**src/include/bapr_pkg.sv**
```systemverilog
`default_nettype none
package bapr_pkg;
  localparam int NUM_BANKS = 4;
  localparam int BANK_W = 2;
  localparam int ROW_W = 13;
  localparam int CNT_W = 4;
  localparam int CLK_PERIOD_NS = 20;
  // plain defaults, no characterised figures available
  localparam int MIN_ROW_ACTIVE_NS = 40;
  localparam int ROW_PRECHARGE_NS = 20;
  localparam int WRITE_RECOVERY_NS = 15;
  localparam int REFRESH_CYCLE_NS = 80;

  // least times round up, never below one cycle
  function automatic int cyc_up(input int ns);
    return (ns <= CLK_PERIOD_NS) ? 1 : (ns + CLK_PERIOD_NS - 1) / CLK_PERIOD_NS;
  endfunction

  localparam logic [CNT_W-1:0] RAS_CYC = CNT_W'(cyc_up(MIN_ROW_ACTIVE_NS));
  localparam logic [CNT_W-1:0] RP_CYC = CNT_W'(cyc_up(ROW_PRECHARGE_NS));
  localparam logic [CNT_W-1:0] WR_CYC = CNT_W'(cyc_up(WRITE_RECOVERY_NS));
  localparam logic [CNT_W-1:0] RFC_CYC = CNT_W'(cyc_up(REFRESH_CYCLE_NS));
  localparam logic [CNT_W-1:0] CNT_DONE = 4'h0;
  localparam logic [CNT_W-1:0] CNT_ONE = 4'h1;
  localparam logic [ROW_W-1:0] ROW_ONE = 13'h0001;

  // phase seen by the rest of the device
  typedef enum logic [1:0] {PH_IDLE, PH_ROW_OPEN, PH_ACCESS, PH_PRECHARGE}
    bapr_phase_t;
  typedef enum logic [2:0] {BS_IDLE, BS_OPEN, BS_ACCESS, BS_RECOVER,
    BS_LOCKOUT, BS_PRECH} bapr_bank_st_t;

  typedef struct packed {
    bapr_bank_st_t    st;
    logic             is_wr;
    logic [CNT_W-1:0] ras_cnt;
    logic [CNT_W-1:0] cnt;
    logic             pre_start;
  } bapr_bank_reg_t;

  typedef struct packed {
    logic [CNT_W-1:0] ref_cnt;
    logic [ROW_W-1:0] next_row;
    logic [ROW_W-1:0] row;
    logic             fire;
  } bapr_top_reg_t;
endpackage
`default_nettype wire

```
**src/include/bapr_bank_if.sv**
```systemverilog
`timescale 1ns/1ps
`default_nettype none
interface bapr_bank_if;
  import bapr_pkg::*;
  logic        act;
  logic        rd;
  logic        wr;
  logic        ap;
  logic        pre;
  logic        rd_done;
  logic        wr_done;
  bapr_phase_t phase;
  logic        pre_start;
  logic        row_time_met;

  modport ctl (
    output act, rd, wr, ap, pre, rd_done, wr_done,
    input  phase, pre_start, row_time_met
  );
  modport bank (
    input  act, rd, wr, ap, pre, rd_done, wr_done,
    output phase, pre_start, row_time_met
  );
endinterface
`default_nettype wire

```
**src/rtl/bank_autoprecharge_refresh.sv**
```systemverilog
//
// Summary of operation
// - address line with read or write selects auto precharge
// - auto precharge closes the addressed bank after its burst
// - auto precharge choice applies to one command only
// - precharge starts at earliest legal point, never before row-active time
// - read: precharge starts where earliest explicit precharge could go
// - write: precharge starts when write recovery ends
// - early single access waits internally for row-active time
// - other banks take commands during auto precharge, no data interruption
// - during precharge period other banks take all four commands
// - refresh row comes from an internal counter, address ignored
// - refresh period runs refresh cycle time from command registration
// - scope line low: one bank by bank selects; high: all banks
// - precharge to an idle or precharging bank does nothing
//
`timescale 1ns/1ps
`default_nettype none
module bank_autoprecharge_refresh
  import bapr_pkg::*;
(
  input  wire logic                   clk,
  input  wire logic                   nrst,
  input  wire logic                   cmd_activate,
  input  wire logic                   cmd_read,
  input  wire logic                   cmd_write,
  input  wire logic                   cmd_precharge,
  input  wire logic                   cmd_refresh,
  input  wire logic                   bank_select_low,
  input  wire logic                   bank_select_high,
  input  wire logic                   precharge_scope_line,
  input  wire logic                   burst_rd_done,
  input  wire logic                   burst_wr_done,
  input  wire logic [BANK_W-1:0]      burst_bank,
  output logic                        cmd_accept,
  output logic [2*NUM_BANKS-1:0]      bank_phase,
  output logic [NUM_BANKS-1:0]        precharge_start,
  output logic [NUM_BANKS-1:0]        row_time_met,
  output logic                        refresh_busy,
  output logic                        refresh_fire,
  output logic [ROW_W-1:0]            refresh_row
);
  localparam int RFC_DLY = int'(RFC_CYC);

  bapr_top_reg_t          cur;
  bapr_top_reg_t          next_cur;
  logic [BANK_W-1:0]      bank_idx;
  logic                   go;
  logic                   ref_go;
  logic                   all_idle;
  logic [NUM_BANKS-1:0]   idle_bits;
  logic [NUM_BANKS-1:0]   pre_hit;
  bapr_phase_t            ph [NUM_BANKS];
  bapr_phase_t            tgt_phase;

  bapr_bank_if bif [NUM_BANKS] ();

  // bank selects are taken apart from the scope line
  assign bank_idx = {bank_select_high, bank_select_low};

  // no activate, read, write or precharge reaches the banks while a refresh is running
  assign go = !refresh_busy;
  assign all_idle = &idle_bits;
  assign ref_go = cmd_refresh && go && all_idle;

  // two timers per bank, row-active and cnt, each bank runs on its own
  for (genvar i = 0; i < NUM_BANKS; i++)
  begin : g_bank
    localparam logic [BANK_W-1:0] IDX = BANK_W'(i);
    logic hit;

    assign hit = (bank_idx == IDX);

    // commands steer only the addressed bank
    assign bif[i].act = go && cmd_activate && hit;
    assign bif[i].rd = go && cmd_read && hit;
    assign bif[i].wr = go && cmd_write && hit;
    // the scope line only means auto precharge on a column access
    assign bif[i].ap = precharge_scope_line;
    // scope high reaches every bank, selects ignored
    assign bif[i].pre = go && cmd_precharge
      && (precharge_scope_line || hit);
    // burst end comes from the data path, tagged with its bank
    assign bif[i].rd_done = burst_rd_done && (burst_bank == IDX);
    assign bif[i].wr_done = burst_wr_done && (burst_bank == IDX);

    assign ph[i] = bif[i].phase;
    assign bank_phase[2*i +: 2] = bif[i].phase;
    assign precharge_start[i] = bif[i].pre_start;
    assign row_time_met[i] = bif[i].row_time_met;
    assign idle_bits[i] = (bif[i].phase == PH_IDLE);
    assign pre_hit[i] = bif[i].pre && (bif[i].phase == PH_ROW_OPEN);

    bapr_bank u_bank (
      .clk  (clk),
      .nrst (nrst),
      .bus  (bif[i])
    );

  end

  // answer for the command decoder: did the command take effect
  always_comb
  begin
    tgt_phase = ph[bank_idx];
    cmd_accept = 1'b0;
    if (go)
    begin
      if (cmd_activate)
        cmd_accept = (tgt_phase == PH_IDLE);
      else if (cmd_read || cmd_write)
        cmd_accept = (tgt_phase == PH_ROW_OPEN);
      else if (cmd_precharge)
        cmd_accept = |pre_hit;
      else if (cmd_refresh)
        cmd_accept = all_idle;
    end
  end

  // refresh: one row per command, no auto-repeat
  always_comb
  begin
    next_cur = cur;
    next_cur.fire = ref_go;
    if (ref_go)
    begin
      // period counted from registration
      next_cur.ref_cnt = RFC_CYC;
      // internal row address, no address pins read
      next_cur.row = cur.next_row;
      next_cur.next_row = cur.next_row + ROW_ONE;
    end
    else if (refresh_busy)
      next_cur.ref_cnt = cur.ref_cnt - CNT_ONE;
  end

  always_ff @(posedge clk or negedge nrst)
  begin
    if (!nrst)
      cur <= '0;
    else
      cur <= next_cur;
  end

  // refresh status straight from flops
  assign refresh_busy = (cur.ref_cnt != CNT_DONE);
  assign refresh_fire = cur.fire;
  assign refresh_row = cur.row;
endmodule
`default_nettype wire

```
**src/rtl/bapr_bank.sv**
```systemverilog
`timescale 1ns/1ps
`default_nettype none
module bapr_bank
  import bapr_pkg::*;
(
  input wire logic  clk,
  input wire logic  nrst,
  bapr_bank_if.bank bus
);
  // recovery starts the cycle after the done pulse, so the precharge
  // pulse lands exactly write-recovery cycles after that
  localparam int WR_DLY = int'(WR_CYC);
  localparam int RP_DLY = int'(RP_CYC);

  bapr_bank_reg_t cur;
  bapr_bank_reg_t next_cur;
  logic           ras_done;
  logic           burst_end;

  assign ras_done = (cur.ras_cnt == CNT_DONE);
  assign bus.row_time_met = ras_done;
  assign bus.pre_start = cur.pre_start;

  // per-bank sequencer, row-active timer runs free once loaded
  always_comb
  begin
    next_cur = cur;
    next_cur.pre_start = 1'b0;
    burst_end = 1'b0;
    if (!ras_done)
      next_cur.ras_cnt = cur.ras_cnt - CNT_ONE;
    unique case (cur.st)
      BS_IDLE:
        if (bus.act)
        begin
          next_cur.st = BS_OPEN;
          next_cur.ras_cnt = RAS_CYC;
        end
      BS_OPEN:
        if (bus.pre)
        begin
          next_cur.st = BS_PRECH;
          next_cur.cnt = RP_CYC;
        end
        else if ((bus.rd || bus.wr) && bus.ap)
        begin
          next_cur.st = BS_ACCESS;
          next_cur.is_wr = bus.wr;
        end
      BS_ACCESS:
        if (!cur.is_wr && bus.rd_done)
          burst_end = 1'b1;
        else if (cur.is_wr && bus.wr_done)
        begin
          next_cur.st = BS_RECOVER;
          next_cur.cnt = WR_CYC;
        end
      BS_RECOVER:
        if (cur.cnt == CNT_ONE)
          burst_end = 1'b1;
        else
          next_cur.cnt = cur.cnt - CNT_ONE;
      BS_LOCKOUT:
        burst_end = ras_done;
      BS_PRECH: // a precharge here is a no-op
        if (cur.cnt == CNT_ONE)
          next_cur.st = BS_IDLE;
        else
          next_cur.cnt = cur.cnt - CNT_ONE;
      default:
        next_cur.st = BS_IDLE;
    endcase
    // never start precharge ahead of the row-active time
    if (burst_end)
    begin
      if (ras_done)
      begin
        next_cur.st = BS_PRECH;
        next_cur.cnt = RP_CYC;
        next_cur.pre_start = 1'b1;
      end
      else
        next_cur.st = BS_LOCKOUT;
    end
  end

  always_ff @(posedge clk or negedge nrst)
  begin
    if (!nrst)
      cur <= '0;
    else
      cur <= next_cur;
  end

  // coarse phase for the other blocks
  always_comb
  begin
    unique case (cur.st)
      BS_OPEN:                          bus.phase = PH_ROW_OPEN;
      BS_ACCESS, BS_RECOVER, BS_LOCKOUT: bus.phase = PH_ACCESS;
      BS_PRECH:                         bus.phase = PH_PRECHARGE;
      default:                          bus.phase = PH_IDLE;
    endcase
  end
endmodule
`default_nettype wire
```
**config.mk**
```make
export PLATFORM = sky130hd
export DESIGN_NAME = bank_autoprecharge_refresh
export DESIGN_NICKNAME = d
export VERILOG_FILES = /design/src/include/bapr_pkg.sv /design/src/include/bapr_bank_if.sv /design/src/rtl/bank_autoprecharge_refresh.sv /design/src/rtl/bapr_bank.sv
export SDC_FILE = /design/constraint.sdc
export NUM_CORES = 1
export LEC_CHECK = 0
export ABC_AREA = 1
export BUFFER_PORTS_ARGS = -buffer_cell sky130_fd_sc_hd__buf_2
export CORE_ASPECT_RATIO = 0.9
export CORE_MARGIN = 10
export CORE_UTILIZATION = 53
export CTS_CLUSTER_DIAMETER = 150
export DETAILED_ROUTE_END_ITERATION = 6
export HOLD_SLACK_MARGIN = 0.12
export PLACE_DENSITY = 0.77
export SYNTH_ARGS = -nofsm -noshare
export SYNTH_HDL_FRONTEND = slang
export SYNTH_HIERARCHICAL = 1
export SYNTH_SLANG_ARGS = --single-unit
```
**constraint.sdc**
```tcl
create_clock -name clk -period 2.35 [get_ports clk]
set_input_delay 0.235 -clock clk [delete_from_list [all_inputs] [get_ports clk]]
set_output_delay 0.235 -clock clk [all_outputs]
set_load 0.005 [all_outputs]
```
==> out/results.tsv <==
metric	value	unit
clock-sinks	83	
final_cell_mix	nand2_1, inv_1, nor2_1	
synth_cell_types	35	
drtPass1Iterations	6	
diodes	0	
root_buffer	clkbuf_16	
die-area	15600	um^2
clk-insertion-delay-late	350	ps
routed_wl	12.6	mm
crit_chain	inv_2, nand2_1, inv_1, inv_1, nand2_2, nor3_1, nand3b_1, a21oi_1, nand2_1, a21oi_2, buf_2	
synth-edff-count	0	
power.density	1240	nW/um^2
yosys_warnings	6	
critPathKind	reg -> out	
antenna_left	0	
syn-instance-count	824	
gr-total-overflow	0	
cts.htree.levels	3	
place_ws	267	ps
worst_pin_slew	511	ps
die_h	119	um
core_area	10800	um^2
vdd_ir_drop_max	0.919	mV
hold_ws	302	ps
portBuffers	45	
seq_area_frac_synth	35.7	%
switching_share	45.6	%
regArea	2090	um^2
p_sw	3.61	mW
worst_setup_path_start_kind	flip-flop	
top_layer	met4	
first_global_vias	4684	
max_freq	452	MHz
internal_power	4.31	mW
syn_to_final_growth	10.0	%
wl_met2	5.79	mm
cts_tree	built	
fin_skew	9.67	ps
synth.net_count	853	
synth.avg_cell_area	7.06	um^2
io_pins	46	
fp.dieW	130	um
drive_above_1_share	19.7	%
routed-via-count	5116	
numCtsBuffers	9	
antenna_found_initial	0	
num-fill-cells	1009	
grt_max_degree	39	
path_clk_slew	70	ps
ys_seq_elements	83	
final_common_cell	nand2_1	
seqPwrFrac	31.7	%
setup_ws	136	ps
setup_viol	0	
critPathMaxFanout	5	
status	complete, no violations	
track_usage	17.0	%
maxSlewHeadroom	65.9	%
hold_path.class	in -> reg	
hold_violations	0	
drt_iter0_markers	356	
clockBufferDepth	2	
slew_violations	0	
core.rowCount	36	
fin_nets	892	
async_flop_share	100	%
period_minus_slack	2210	ps
syn_area	5820	um^2
drv_cap	0	
critPathCaptureType	output port	
grt_pass1_wl	21.7	mm
start_util	54.1	%
routed-wl-met3	723	um
combPwrFrac	51.2	%
gp_congestion	0.951	
critPathMaxStageDelay	410	ps
post-route-drc-count	0	
crit_path_top_delay_cell	dfrtp_1	
multi_input_area	3040	um^2
grt_setup_unrepaired	yes	
clkPwrFrac	17.1	%
fin_crit_sh	94.2	%
p_leak	3.42	nW
viasPerCell	5.11	
dp.final_hpwl	9.65	mm
wl_per_cell	12.6	um
dominantRegCellSynth	dfrtp_1	
cp.required	2120	ps
arrival	1980	ps
drt-met1-wl	5.75	mm
## sequential cells by signal, summed over array words and instances (netlist names)
register and cells:
g_bank.u_bank/cur 48, refresh_row 13, g_bank.u_bank/bus.pre_start 4, refresh_fire 1
cur 17
## critical path, delay by kind of cell (launching register included)
kind,cells,cell delay [ps]
AND/OR/NAND/NOR,5,490
flip-flops,1,410
buffers and inverters,4,450
AO/OA/AOI/OAI,2,270
## routing by layer
layer	track usage [%]	vias up
met5	0	-
met4	6.46	0
met3	4.92	23
met2	26.1	127
met1	22.1	2309
li1	-	2657
## worst paths after layout
| kind | start | endpoint | slack [ps] | cells after the start |
|---|---|---|---|---|
| max in group asynchronous | nrst | g_bank[0].u_bank/cur[10] | 1370 | 3 |
| min reg2reg | refresh_row[1] | refresh_row[1] | 480 | 2 |
| min in group asynchronous | nrst | g_bank[3].u_bank/cur[6] | 400 | 2 |
| max reg2reg | cur[27] | g_bank[2].u_bank/cur[11] | 270 | 13 |
| min | cmd_refresh | refresh_fire | 300 | 4 |
| max | g_bank[0].u_bank/cur[11] | cmd_accept | 140 | 11 |
## cell families after synthesis
logic type      Yosys count  share of synthesized area, %
fa+ha+maj                15                          3.23
compound gates           91                          9.59
xor+xnor                 26                          3.91
flops                    83                          35.7
buf+inv                 162                          12.5
simple gates            447                          35.1
## through the flow
stage	cell area [um^2]	power, mW	util [%]	TNS [ps]	instances
final	6400	7.92	59.5	0	1001
after global routing	6400	8.74	59.5	-21.1	1001
after CTS	6360	7.92	59.1	0	1000
after detailed placement	6050	6.50	56.2	0	980
after global placement	6050	6.42	56.2	0	980
after floorplan	5820	5.72	-	0	824
## power by group through the flow
stage               Combinational (mW)  Clock (mW)  Sequential, mW
floorplan                         3.34           0            2.38
global placement                  3.91           0            2.50
detailed placement                3.98           0            2.52
CTS                               4.03        1.39            2.50
global route                      4.69        1.45            2.60
finish                            4.06        1.36            2.51
## Yosys cell counts (all sizes together), types with 2 or more instances
cell type,count,area share [%]
nor2,117,9.4
xor2,22,3.3
nand3,62,5.9
and3,2,0.21
nand2,227,16
inv,132,8.5
a21oi,24,2.4
o221ai,4,0.60
ha,15,3.2
o21ai,58,6.0
o22ai,3,0.32
xnor2,4,0.60
nor3,31,2.8
buf,29,3.9
nand4,6,0.65
dfrtp,83,36
## repair_timing
item | 4_1_cts | 5_1_grt
setup buffers | 3 | 1
pin swaps | 1 | 1
endpoints found under the setup margin | 1 | 2
hold buffers | 1 | 0
endpoints found under the hold margin | 35 | 0
gates resized for setup | 0 | 16
## area by class of cell
cell class / instances / share of cell area (%)
tap: 133 / 2.60
timing repair buffer: 57 / 5.20
multi-input combinational: 579 / 47.5
sequential: 83 / 32.6
clock buffer: 10 / 3.58
clock inverter: 6 / 0.743
inverter: 133 / 7.82
Power figures use the tool's default switching activity.
